[src/verilog/drs_pkg.sv]
// drs_pkg: shared constants and types for the dma request-select and priority block
package drs_pkg;

   // ------------------------------------------------------------------
   // sizes
   // ------------------------------------------------------------------
   localparam int NCH     = 4;
   localparam int NSRC    = 9;
   localparam int GRANT_W = 7;

   // ------------------------------------------------------------------
   // register map (byte offsets, one aligned word each)
   // ------------------------------------------------------------------
   localparam logic [7:0] OFS_CHCTL0   = 8'h00;
   localparam logic [7:0] OFS_CHSTRIDE = 8'h04;
   localparam logic [7:0] OFS_OPCTL    = 8'h10;
   localparam logic [7:0] OFS_STATUS   = 8'h14;

   // channel_control fields
   localparam int CC_SEL_LSB  = 0;
   localparam int CC_ENABLE   = 4;
   localparam int CC_BURST    = 5;
   localparam int CC_XFER_END = 6;

   // dma_operation_control fields
   localparam int OC_MASTER  = 0;
   localparam int OC_NMI     = 1;
   localparam int OC_AE      = 2;
   localparam int OC_PRI_LSB = 8;

   // status fields
   localparam int ST_PEND_LSB = 0;
   localparam int ST_CUR_LSB  = 4;
   localparam int ST_BUSY     = 6;
   localparam int ST_TOP_LSB  = 8;

   // ------------------------------------------------------------------
   // priority modes and fixed orders (two bits per rank, rank 0 lowest bits)
   // ------------------------------------------------------------------
   localparam logic [1:0] PRI_FIX0 = 2'h0;
   localparam logic [1:0] PRI_FIX1 = 2'h1;
   localparam logic [1:0] PRI_FIX2 = 2'h2;
   localparam logic [1:0] PRI_RR   = 2'h3;

   localparam logic [7:0] ORDER_FIX0 = 8'he4;
   localparam logic [7:0] ORDER_FIX1 = 8'h78;
   localparam logic [7:0] ORDER_FIX2 = 8'hd2;

   // ------------------------------------------------------------------
   // request select codes and peripheral trigger indices
   // ------------------------------------------------------------------
   localparam logic [3:0] SEL_TIMER_CM6    = 4'h6;
   localparam logic [3:0] SEL_TIMER_ICB    = 4'h7;
   localparam logic [3:0] SEL_SERIAL_FIRST = 4'h8;
   localparam logic [3:0] SEL_SERIAL_LAST  = 4'hd;
   localparam logic [3:0] SEL_CONV_0       = 4'he;
   localparam logic [3:0] SEL_CONV_1       = 4'hf;

   localparam logic [3:0] SRC_TIMER_CM6    = 4'h0;
   localparam logic [3:0] SRC_TIMER_ICB    = 4'h1;
   localparam logic [3:0] SRC_SERIAL_FIRST = 4'h2;
   localparam logic [3:0] SRC_CONV         = 4'h8;

   localparam int HTRANS_ACTIVE_BIT = 1;

   // ------------------------------------------------------------------
   // types
   // ------------------------------------------------------------------
   typedef enum logic [1:0] {
      ST_IDLE = 2'b01,
      ST_WAIT = 2'b10
   } drs_state_t;

   // address that the granted transfer is bound to
   typedef enum logic [1:0] {
      FIX_NONE     = 2'h0,
      FIX_DST_TX   = 2'h1,
      FIX_SRC_RX   = 2'h2,
      FIX_SRC_CONV = 2'h3
   } drs_fix_t;

endpackage : drs_pkg

[src/verilog/drs_periph_if.sv]
// drs_periph_if: trigger link between peripheral modules and the dma request block
`timescale 1ns/1ps
`default_nettype none
interface drs_periph_if;
   logic [drs_pkg::NSRC-1:0] trig_req;
   logic [drs_pkg::NSRC-1:0] trig_clear;
   logic [drs_pkg::NSRC-1:0] dma_owns;

   modport dev (input trig_req, output trig_clear, output dma_owns);
   modport per (output trig_req, input trig_clear, input dma_owns);
endinterface : drs_periph_if
`default_nettype wire

[src/verilog/drs_buf2.sv]
// drs_buf2: two-entry valid/ready buffer
`timescale 1ns/1ps
`default_nettype none
module drs_buf2 #(
   parameter int W = 8
) (
   input  wire logic         hclk,
   input  wire logic         hresetn,
   input  wire logic         in_valid,
   output logic              in_ready,
   input  wire logic [W-1:0] in_data,
   output logic              out_valid,
   input  wire logic         out_ready,
   output logic [W-1:0]      out_data
);
   logic [W-1:0] mem_ff [2];
   logic         wr_ptr_ff;
   logic         rd_ptr_ff;
   logic [1:0]   cnt_ff;
   logic         push;
   logic         pop;

   assign in_ready  = (cnt_ff != 2'h2);
   assign out_valid = (cnt_ff != 2'h0);
   assign push      = in_valid & in_ready;
   assign pop       = out_valid & out_ready;
   assign out_data  = mem_ff[rd_ptr_ff];

   always_ff @(posedge hclk or negedge hresetn) begin
      if (!hresetn) begin
         wr_ptr_ff <= 1'b0;
         rd_ptr_ff <= 1'b0;
         cnt_ff    <= 2'h0;
      end else begin
         if (push) wr_ptr_ff <= ~wr_ptr_ff;
         if (pop) rd_ptr_ff <= ~rd_ptr_ff;
         cnt_ff <= cnt_ff + {1'b0, push} - {1'b0, pop};
      end
   end

   // storage needs no reset: nothing reads an entry before it is written
   always_ff @(posedge hclk) begin
      if (push) mem_ff[wr_ptr_ff] <= in_data;
   end
endmodule : drs_buf2
`default_nettype wire

[src/verilog/drs_dma_end.sv]
// drs_dma_end: request selection, pending hold and channel arbitration of the dma side
//
// Behaviour
// - transfer on trigger only while fully enabled
// - codes 0110/0111 route timer compare and capture
// - codes 1000-1101 route serial tx/rx triggers
// - software points tx-triggered destination at tx holding
// - software points rx-triggered source at rx holding
// - codes 1110/1111 conversion end, fixed result source
// - free addresses exclude dma, bus, break controllers
// - peripheral triggers only with its interrupt enabled
// - suppress cpu interrupt of a trigger in use
// - clear trigger: cycle-steal first, burst last unit
// - grant exactly one channel per priority mode
// - three fixed orders never change
// - mode 00/01/10 fixed orders, 11 round robin
// - finished channel drops to lowest in round robin
// - round robin starts 0>1>2>3 after reset
// - demotion rotates, cyclic order kept
// - no preemption; re-arbitrate after each transfer
//
// Design decisions made here: the placing of the registers and the AHB-Lite interface to the registers.
`timescale 1ns/1ps
`default_nettype none
module drs_dma_end (
   input  wire logic               hclk,
   input  wire logic               hresetn,
   input  wire logic               hsel,
   input  wire logic [31:0]        haddr,
   input  wire logic [1:0]         htrans,
   input  wire logic               hwrite,
   input  wire logic [2:0]         hsize,
   input  wire logic [31:0]        hwdata,
   input  wire logic               hready,
   output logic                    hreadyout,
   output logic [31:0]             hrdata,
   output logic                    hresp,
   drs_periph_if.dev               periph,
   input  wire logic               nmi_event,
   input  wire logic               addr_error_event,
   output logic                    grant_valid,
   input  wire logic               grant_ready,
   output logic [1:0]              grant_channel,
   output drs_pkg::drs_fix_t       grant_fix,
   output logic [1:0]              grant_fix_index,
   output logic                    grant_burst,
   input  wire logic               unit_done,
   input  wire logic               unit_last
);
   localparam int N = drs_pkg::NCH;

   // ------------------------------------------------------------------
   // decode helpers
   // ------------------------------------------------------------------
   // returns {ok, source[3:0], fix[1:0], fix_index[1:0]}
   function automatic logic [8:0] decode_sel(input logic [3:0] code);
      logic [3:0] off;
      logic [8:0] r;
      off = code - drs_pkg::SEL_SERIAL_FIRST;
      r   = 9'h000;
      if (code == drs_pkg::SEL_TIMER_CM6)
         r = {1'b1, drs_pkg::SRC_TIMER_CM6, drs_pkg::FIX_NONE, 2'h0};
      else if (code == drs_pkg::SEL_TIMER_ICB)
         r = {1'b1, drs_pkg::SRC_TIMER_ICB, drs_pkg::FIX_NONE, 2'h0};
      else if (code >= drs_pkg::SEL_SERIAL_FIRST && code <= drs_pkg::SEL_SERIAL_LAST)
         r = {1'b1, drs_pkg::SRC_SERIAL_FIRST + off,
              (off[0] ? drs_pkg::FIX_SRC_RX : drs_pkg::FIX_DST_TX), off[2:1]};
      else if (code == drs_pkg::SEL_CONV_0)
         r = {1'b1, drs_pkg::SRC_CONV, drs_pkg::FIX_SRC_CONV, 2'h0};
      else if (code == drs_pkg::SEL_CONV_1)
         r = {1'b1, drs_pkg::SRC_CONV, drs_pkg::FIX_SRC_CONV, 2'h1};
      return r;
   endfunction : decode_sel

   // returns {found, channel[1:0]}; scans lowest rank first so the highest wins
   function automatic logic [2:0] pick(input logic [3:0] req, input logic [1:0] pri,
                                       input logic [1:0] top);
      logic [7:0] tbl;
      logic [1:0] c;
      logic [2:0] r;
      r = 3'h0;
      c = 2'h0;
      case (pri)
         drs_pkg::PRI_FIX0: tbl = drs_pkg::ORDER_FIX0;
         drs_pkg::PRI_FIX1: tbl = drs_pkg::ORDER_FIX1;
         drs_pkg::PRI_FIX2: tbl = drs_pkg::ORDER_FIX2;
         default:           tbl = 8'h00;
      endcase
      for (int p = N - 1; p >= 0; p--) begin
         if (pri == drs_pkg::PRI_RR) c = top + 2'(p);
         else c = tbl[2*p +: 2];
         if (req[c]) r = {1'b1, c};
      end
      return r;
   endfunction : pick

   // ------------------------------------------------------------------
   // state
   // ------------------------------------------------------------------
   logic [3:0]          sel_ff [N];
   logic [N-1:0]        en_ff;
   logic [N-1:0]        burst_ff;
   logic [N-1:0]        te_ff;
   logic [N-1:0]        pending_ff;
   logic                master_ff;
   logic                nmi_ff;
   logic                ae_ff;
   logic                nmi_seen_ff;
   logic                ae_seen_ff;
   logic [1:0]          pri_ff;
   logic [1:0]          top_ff;
   logic [1:0]          cur_ff;
   drs_pkg::drs_state_t state_ff;
   logic                wr_ff;
   logic [7:0]          waddr_ff;
   logic                rd_pend_ff;
   logic [7:0]          raddr_ff;
   logic [31:0]         hrdata_ff;

   // ------------------------------------------------------------------
   // ahb-lite slave: writes zero-wait, reads one wait state so that a
   // read right behind a write sees the written value
   // ------------------------------------------------------------------
   logic        addr_ph;
   logic        wr_op;
   logic        op_hit;
   logic [31:0] rd_mux;
   logic [31:0] chctl_rd [N];
   logic [N-1:0] ch_hit;

   assign addr_ph   = hsel & htrans[drs_pkg::HTRANS_ACTIVE_BIT] & hready;
   assign hreadyout = ~rd_pend_ff;
   assign hresp     = 1'b0;
   assign hrdata    = hrdata_ff;
   assign wr_op     = wr_ff & (waddr_ff == drs_pkg::OFS_OPCTL);
   assign op_hit    = (raddr_ff == drs_pkg::OFS_OPCTL);

   // ------------------------------------------------------------------
   // per-channel decode and eligibility
   // ------------------------------------------------------------------
   logic [8:0]   dec      [N];
   logic [N-1:0] eligible;
   logic [N-1:0] trig_ch;
   logic [N-1:0] clr_ch;
   logic [N-1:0] wr_ch;
   logic [N-1:0] req;
   logic [2:0]   win;
   logic         svc;
   logic         clr_now;
   logic         buf_in_ready;
   logic         push;
   logic [drs_pkg::GRANT_W-1:0] buf_out;

   assign svc     = unit_done & (state_ff == drs_pkg::ST_WAIT);
   assign clr_now = svc & (~burst_ff[cur_ff] | unit_last);

   for (genvar c = 0; c < N; c++) begin : g_ch
      assign dec[c]      = decode_sel(sel_ff[c]);
      assign eligible[c] = en_ff[c] & master_ff & ~te_ff[c] & ~nmi_ff & ~ae_ff;
      assign trig_ch[c]  = dec[c][8] & periph.trig_req[dec[c][7:4]];
      assign clr_ch[c]   = clr_now & (cur_ff == 2'(c));
      assign wr_ch[c]    = wr_ff & (waddr_ff == drs_pkg::OFS_CHCTL0 + 8'(c) * drs_pkg::OFS_CHSTRIDE);
      assign ch_hit[c]   = (raddr_ff == drs_pkg::OFS_CHCTL0 + 8'(c) * drs_pkg::OFS_CHSTRIDE);
      assign req[c]      = pending_ff[c] & eligible[c];
      assign chctl_rd[c] = {25'h0, te_ff[c], burst_ff[c], en_ff[c], sel_ff[c]};

      always_ff @(posedge hclk or negedge hresetn) begin
         if (!hresetn) begin
            sel_ff[c]     <= 4'h0;
            en_ff[c]      <= 1'b0;
            burst_ff[c]   <= 1'b0;
            te_ff[c]      <= 1'b0;
            pending_ff[c] <= 1'b0;
         end else begin
            if (wr_ch[c]) begin
               sel_ff[c]   <= hwdata[drs_pkg::CC_SEL_LSB +: 4];
               en_ff[c]    <= hwdata[drs_pkg::CC_ENABLE];
               burst_ff[c] <= hwdata[drs_pkg::CC_BURST];
               te_ff[c]    <= hwdata[drs_pkg::CC_XFER_END];
            end
            if (svc && unit_last && cur_ff == 2'(c)) te_ff[c] <= 1'b1;
            // a trigger still high while its clear goes out must not re-arm
            pending_ff[c] <= (pending_ff[c] & ~clr_ch[c]) | (trig_ch[c] & ~clr_ch[c]);
         end
      end
   end

   // ------------------------------------------------------------------
   // trigger clear and cpu interrupt suppression
   // ------------------------------------------------------------------
   always_comb begin
      periph.trig_clear = '0;
      periph.dma_owns   = '0;
      if (clr_now) periph.trig_clear[dec[cur_ff][7:4]] = 1'b1;
      for (int c = 0; c < N; c++) begin
         if (en_ff[c] && dec[c][8]) periph.dma_owns[dec[c][7:4]] = 1'b1;
      end
   end

   // ------------------------------------------------------------------
   // arbiter: one grant outstanding; new requests wait until it is done
   // ------------------------------------------------------------------
   assign win  = pick(req, pri_ff, top_ff);
   assign push = (state_ff == drs_pkg::ST_IDLE) & win[2] & buf_in_ready;

   always_ff @(posedge hclk or negedge hresetn) begin
      if (!hresetn) begin
         state_ff <= drs_pkg::ST_IDLE;
         cur_ff   <= 2'h0;
         top_ff   <= 2'h0;
      end else begin
         case (state_ff)
            drs_pkg::ST_IDLE: begin
               if (push) begin
                  cur_ff   <= win[1:0];
                  state_ff <= drs_pkg::ST_WAIT;
               end
            end
            drs_pkg::ST_WAIT: begin
               if (unit_done) begin
                  if (pri_ff == drs_pkg::PRI_RR) top_ff <= cur_ff + 2'h1;
                  state_ff <= drs_pkg::ST_IDLE;
               end
            end
            default: state_ff <= drs_pkg::ST_IDLE;
         endcase
      end
   end

   drs_buf2 #(
      .W (drs_pkg::GRANT_W)
   ) u_grant_buf (
      .hclk      (hclk),
      .hresetn   (hresetn),
      .in_valid  (push),
      .in_ready  (buf_in_ready),
      .in_data   ({burst_ff[win[1:0]], dec[win[1:0]][1:0], dec[win[1:0]][3:2], win[1:0]}),
      .out_valid (grant_valid),
      .out_ready (grant_ready),
      .out_data  (buf_out)
   );

   assign grant_channel   = buf_out[1:0];
   assign grant_fix       = drs_pkg::drs_fix_t'(buf_out[3:2]);
   assign grant_fix_index = buf_out[5:4];
   assign grant_burst     = buf_out[6];

   // ------------------------------------------------------------------
   // operation control, flags and read path
   // ------------------------------------------------------------------
   always_comb begin
      rd_mux = 32'h0;
      for (int c = 0; c < N; c++) begin
         if (ch_hit[c]) rd_mux = chctl_rd[c];
      end
      if (op_hit) rd_mux = {22'h0, pri_ff, 5'h0, ae_ff, nmi_ff, master_ff};
      if (raddr_ff == drs_pkg::OFS_STATUS)
         rd_mux = {22'h0, top_ff, 1'b0, (state_ff == drs_pkg::ST_WAIT), cur_ff, pending_ff};
   end

   always_ff @(posedge hclk or negedge hresetn) begin
      if (!hresetn) begin
         wr_ff       <= 1'b0;
         waddr_ff    <= 8'h00;
         rd_pend_ff  <= 1'b0;
         raddr_ff    <= 8'h00;
         hrdata_ff   <= 32'h0;
         master_ff   <= 1'b0;
         pri_ff      <= drs_pkg::PRI_FIX0;
         nmi_ff      <= 1'b0;
         ae_ff       <= 1'b0;
         nmi_seen_ff <= 1'b0;
         ae_seen_ff  <= 1'b0;
      end else begin
         wr_ff      <= addr_ph & hwrite;
         rd_pend_ff <= addr_ph & ~hwrite;
         if (addr_ph) begin
            waddr_ff <= haddr[7:0];
            raddr_ff <= haddr[7:0];
         end
         if (rd_pend_ff) begin
            hrdata_ff <= rd_mux;
            if (op_hit && nmi_ff) nmi_seen_ff <= 1'b1;
            if (op_hit && ae_ff) ae_seen_ff <= 1'b1;
         end
         if (wr_op) begin
            master_ff <= hwdata[drs_pkg::OC_MASTER];
            pri_ff    <= hwdata[drs_pkg::OC_PRI_LSB +: 2];
         end
         // flags clear only by a zero write after a one was read; events win
         if (nmi_event) nmi_ff <= 1'b1;
         else if (wr_op && nmi_seen_ff && !hwdata[drs_pkg::OC_NMI]) nmi_ff <= 1'b0;
         if (addr_error_event) ae_ff <= 1'b1;
         else if (wr_op && ae_seen_ff && !hwdata[drs_pkg::OC_AE]) ae_ff <= 1'b0;
         if (wr_op) begin
            nmi_seen_ff <= 1'b0;
            ae_seen_ff  <= 1'b0;
         end
      end
   end
endmodule : drs_dma_end
`default_nettype wire

[src/flat_wrapper.sv]
// flat-port wrapper written by rule: the top's interface ports become plain ports
module drs_dma_end_flat 
  (hclk, hresetn, hsel, haddr, htrans, hwrite, hsize, hwdata, hready, hreadyout, hrdata, hresp, nmi_event, addr_error_event, grant_valid, grant_ready, grant_channel, grant_fix, grant_fix_index, grant_burst, unit_done, unit_last, periph_trig_req, periph_trig_clear, periph_dma_owns);
  drs_periph_if periph_i ();
  input  wire logic hclk;
  input  wire logic hresetn;
  input  wire logic hsel;
  input  wire logic [31:0] haddr;
  input  wire logic [1:0] htrans;
  input  wire logic hwrite;
  input  wire logic [2:0] hsize;
  input  wire logic [31:0] hwdata;
  input  wire logic hready;
  output logic hreadyout;
  output logic [31:0] hrdata;
  output logic hresp;
  input  wire logic nmi_event;
  input  wire logic addr_error_event;
  output logic grant_valid;
  input  wire logic grant_ready;
  output logic [1:0] grant_channel;
  output drs_pkg::drs_fix_t grant_fix;
  output logic [1:0] grant_fix_index;
  output logic grant_burst;
  input  wire logic unit_done;
  input  wire logic unit_last;
  input wire logic [$bits(periph_i.trig_req)-1:0] periph_trig_req;
  output wire logic [$bits(periph_i.trig_clear)-1:0] periph_trig_clear;
  output wire logic [$bits(periph_i.dma_owns)-1:0] periph_dma_owns;
  assign periph_i.trig_req = periph_trig_req;
  assign periph_trig_clear = periph_i.trig_clear;
  assign periph_dma_owns = periph_i.dma_owns;
  drs_dma_end u_core (.hclk(hclk), .hresetn(hresetn), .hsel(hsel), .haddr(haddr), .htrans(htrans), .hwrite(hwrite), .hsize(hsize), .hwdata(hwdata), .hready(hready), .hreadyout(hreadyout), .hrdata(hrdata), .hresp(hresp), .periph(periph_i), .nmi_event(nmi_event), .addr_error_event(addr_error_event), .grant_valid(grant_valid), .grant_ready(grant_ready), .grant_channel(grant_channel), .grant_fix(grant_fix), .grant_fix_index(grant_fix_index), .grant_burst(grant_burst), .unit_done(unit_done), .unit_last(unit_last));
endmodule
[config.mk]
export PLATFORM = sky130hd
export DESIGN_NAME = drs_dma_end_flat
export DESIGN_NICKNAME = d
export VERILOG_FILES = /design/src/verilog/drs_pkg.sv /design/src/verilog/drs_periph_if.sv /design/src/verilog/drs_buf2.sv /design/src/verilog/drs_dma_end.sv /design/src/flat_wrapper.sv
export SDC_FILE = /design/constraint.sdc
export NUM_CORES = 1
export LEC_CHECK = 0
export BUFFER_PORTS_ARGS = -buffer_cell sky130_fd_sc_hd__buf_4
export CAP_MARGIN = 20
export CORE_AREA = 2 2 149 122
export CTS_BUF_LIST = sky130_fd_sc_hd__clkbuf_8
export CTS_CLUSTER_DIAMETER = 40
export CTS_CLUSTER_SIZE = 25
export DETAILED_ROUTE_END_ITERATION = 8
export DIE_AREA = 0 0 151 124
export PLACE_DENSITY_LB_ADDON = 0.2
export SYNTH_ARGS = -nofsm -noshare
export SYNTH_HDL_FRONTEND = slang
export SYNTH_SLANG_ARGS = --single-unit
[constraint.sdc]
create_clock -name hclk -period 2.7 [get_ports hclk]
set_input_delay 0.405 -clock hclk [delete_from_list [all_inputs] [get_ports hclk]]
set_output_delay 0.405 -clock hclk [all_outputs]
set_load 0.05 [all_outputs]
==> flow_metrics.tcl <==
set metrics [dict create \
    critPathCapture "periph_trig_clear[0]" \
    rows 43 \
    io_pins 148 \
    setup.worst_path.start "u_core.chctl_rd[97]" \
    placedInstanceArea_um2 7250 \
    status "finished with violations" \
    timing.final.ws_setup_ps -69.2 \
    design.die.area_um2 18700 \
    syn_to_final_growth_pct 41.7 \
    yosysTopAreaCell "dfrtp_1" \
    fin_crit_sh_pct 103 \
    hold_viol 0 \
    vias_per_cell 5.42 \
    synth_area_um2 5890 \
    diodes 0 \
    p_sw_share_pct 37.8 \
    start_util_pct 34.4 \
    grt_max_degree 69 \
    routed_wl_um 20100 \
    max_clock_freq_ghz 0.361 \
    leakagePower_nw 3.57 \
    drt_iter0_drc 436 \
    reg2reg_from "u_core.pri_ff[0]" \
    track_usage_pct 21.5 \
    hold_path.class "primary input to async pin" \
    root_buffer "clkbuf_8" \
    tritoncts "built" \
    portBuffers 72 \
    tightest_slew_ps 954 \
    crit_path_end_kind "primary output" \
    async_reset_ff_share_pct 82.9 \
    clk_latency_ps 350 \
    grt_pass1_wl_um 30500 \
    pwr-share-clk_pct 21.6 \
    power_mw 4.44 \
    ys_seq_area_share_pct 36.0 \
    drc 0 \
    crit_cells 8 \
    seqPwrFrac_pct 36.6 \
    rsz0062_at_grt "yes" \
    n_fill_cell 1577 \
    synthFlopType "dfrtp_1" \
    yosysUniqueCellTypes 80 \
    synth_area_per_cell_um2 9.40 \
    cts_hold_buffers 0 \
    crit_buf_inv 2 \
    ff2ff_path_depth 7 \
    finalSetupViolCount 18 \
    die_width_um 151 \
    antenna_left 0 \
    nets 908 \
    crit_path_start_kind "flip-flop" \
    synthTopCellsByArea "dfrtp_1, mux2_2, edfxtp_1" \
    ys_ff_latch 82 \
    path_clk_slew_ps 80 \
    vdd_drop_max_mv 0.357 \
    yosys_warnings 0 \
    power_frac_comb_pct 41.8 \
    layout-drive-gt1-share_pct 46.3 \
    failed_checks "negative setup slack" \
    clockBufferDepth 2 \
    drv_cap 0 \
    grt_pass1_vias 5290 \
    fin_setup_tns_ps -546 \
    dp_cells 986 \
    cts_max_level 3 \
    drv_slew 0 \
    p_sw_mw 1.68 \
    fin_skew_ps 9.87 \
    rrSetupSlack_ps -40 \
    synth_top_area_share_pct 28.5 \
    min_period_ps 2770 \
    critPathMaxStageDelay_ps 480 \
    crit_fanout 4 \
    die_h_um 124 \
    crit_path_cell_trace "buf_4 > and3b_2 > o21a_1 > a211oi_2 > a21oi_2 > or2_4 > nor2_4 > buf_6" \
    grt_antenna_before_repair 1 \
    grt-ovfl-total 0 \
    fp.coreArea_um2 17100 \
    cts_buffers 9 \
    power_density_nw_per_um2 532 \
    max_slew_margin_pct 36.4 \
    post_drt_wl_per_cell_um 19.5 \
    dpl_worst_slack_ps -157 \
    syn_inst 627 \
    worst_path_max_delay_cell "dfrtp_2" \
    cp.required_ps 2300 \
    first_pass_iters 5 \
    fin_area_um2 8350 \
    r2r-end "u_core.u_grant_buf.mem_ff[0][5]" \
    post-dp-hpwl_um 15000 \
    path_delay_family "simple AND/OR/NAND/NOR gates" \
    via_count 5601 \
    p_int_mw 2.76 \
    clock-sinks 82 \
    synth-edff-count 14 \
    final_cells 1033 \
    critPathArrivalTime_ps 2360 \
    critPathKind "flip-flop to primary output" \
    gp_congestion 0.950 \
]
-- cells in the final DEF (no fill, tap or decap), types with 10 or more instances in the layout --
master	netlist	final
mux2i_1	20	19
nor3_1	24	18
nand3_1	14	12
buf_8	0	10
dfrtp_2	0	11
mux4_2	12	12
edfxtp_1	14	14
inv_1	21	16
nand2_1	57	52
o21ai_0	22	13
dfrtp_1	67	56
buf_6	2	20
mux2_2	43	42
a21oi_1	26	23
nor2_1	58	47
nor2_4	1	10
conb_1	1	24
buf_4	26	165
-- stage by stage --
step,hold slack [ps],util [%]
finish,171,48.8
global route,191,48.8
CTS,191,46.5
detailed placement,483,42.4
global placement,468,42.4
floorplan,109,-
-- power groups by stage --
stage	clock network [mW]	registers, mW	logic, mW
5_1_grt	1.06	1.65	2.00
2_1_floorplan	0	1.62	1.08
4_1_cts	0.981	1.61	1.71
3_5_place_dp	0	1.64	1.61
6_report	0.960	1.62	1.86
3_3_place_gp	0	1.63	1.61
-- synth_stat cells (5+ instances only) --
master	instances
dfrtp_1	67
nor2_1	58
nand2_1	57
mux2_2	43
a21oi_1	26
buf_4	26
nor3_1	24
o21ai_0	22
clkbuf_1	21
inv_1	21
mux2i_1	20
ha_1	16
edfxtp_1	14
nand3_1	14
mux4_2	12
nor2b_1	12
nand2b_1	10
a211oi_1	8
a32oi_1	7
nand4_1	6
nand4b_1	6
o22ai_1	6
a221oi_1	5
and2_1	5
and3_1	5
o21ai_1	5
-- state kept, by name, summed over array words and instances, names as in the netlist, 4 cells and up --
name / flops
u_core.pending_ff: 4
u_core.hrdata: 9
u_core.burst_ff: 4
u_core.u_grant_buf.mem_ff: 14
u_core.waddr_ff: 8
u_core.chctl_rd: 24
-- worst register-to-register path: stages, from the launching register on --
cell and delay [ps]:
dfrtp_2 450, ha_4 200, and2b_2 250, nor2_4 100, mux4_2 550, o32a_1 320
a41o_4 280, o32a_1 330
-- layer usage --
metal  up-vias  global-route usage (%)  routed length, um
li1       2618                       -                  -
met1      2752                    32.8               9620
met2       209                    32.2               8900
met3        20                    4.03               1450
met4         2                    3.04                123
met5         -                       0                 13
-- cell type report --
class                           instances  area (um^2)  area share, %
Inverter                               24         95.1           1.14
Timing Repair Buffer                  197         1650           19.8
Multi-Input combinational cell        490         3970           47.6
Clock buffer                            9          124           1.48
Tap cell                              225          282           3.37
Sequential cell                        82         2140           25.6
Clock inverter                          6         85.1           1.02
-- worst min path at each step --
stage,slack (ps),depth (start not counted),startpoint,end
final,170,1,hresetn,u_core.rd_pend_ff
after global placement,470,1,u_core.u_grant_buf.wr_ptr_ff,u_core.u_grant_buf.wr_ptr_ff
after global routing,190,2,hwrite,u_core.rd_pend_ff
after CTS,190,1,hresetn,u_core.waddr_ff[7]
after floorplan,110,0,hresetn,u_core.ae_ff
after detailed placement,480,1,u_core.u_grant_buf.wr_ptr_ff,u_core.u_grant_buf.wr_ptr_ff
-- kinds of logic after synthesis --
group,count (synthesis),synth area share [%]
AOI/OAI and AO/OA,134,15.9
and+or+nand+nor,234,20.3
other,1,0.0636
muxes,76,16.4
DFF,82,36.0
buffers and inverters,78,6.97
adders and majority gates,16,3.40
xor gates and xnor gates,6,0.892
-- timing repair --
| item | 4_1_cts | 5_1_grt |
|---|---|---|
| resized for setup | 83 | 87 |
| pin swaps | 18 | 34 |
| endpoints found under the setup margin | 44 | 48 |
| gates cloned | 0 | 0 |
| buffers inserted | 27 | 7 |
(Power assumes the default switching activity.)
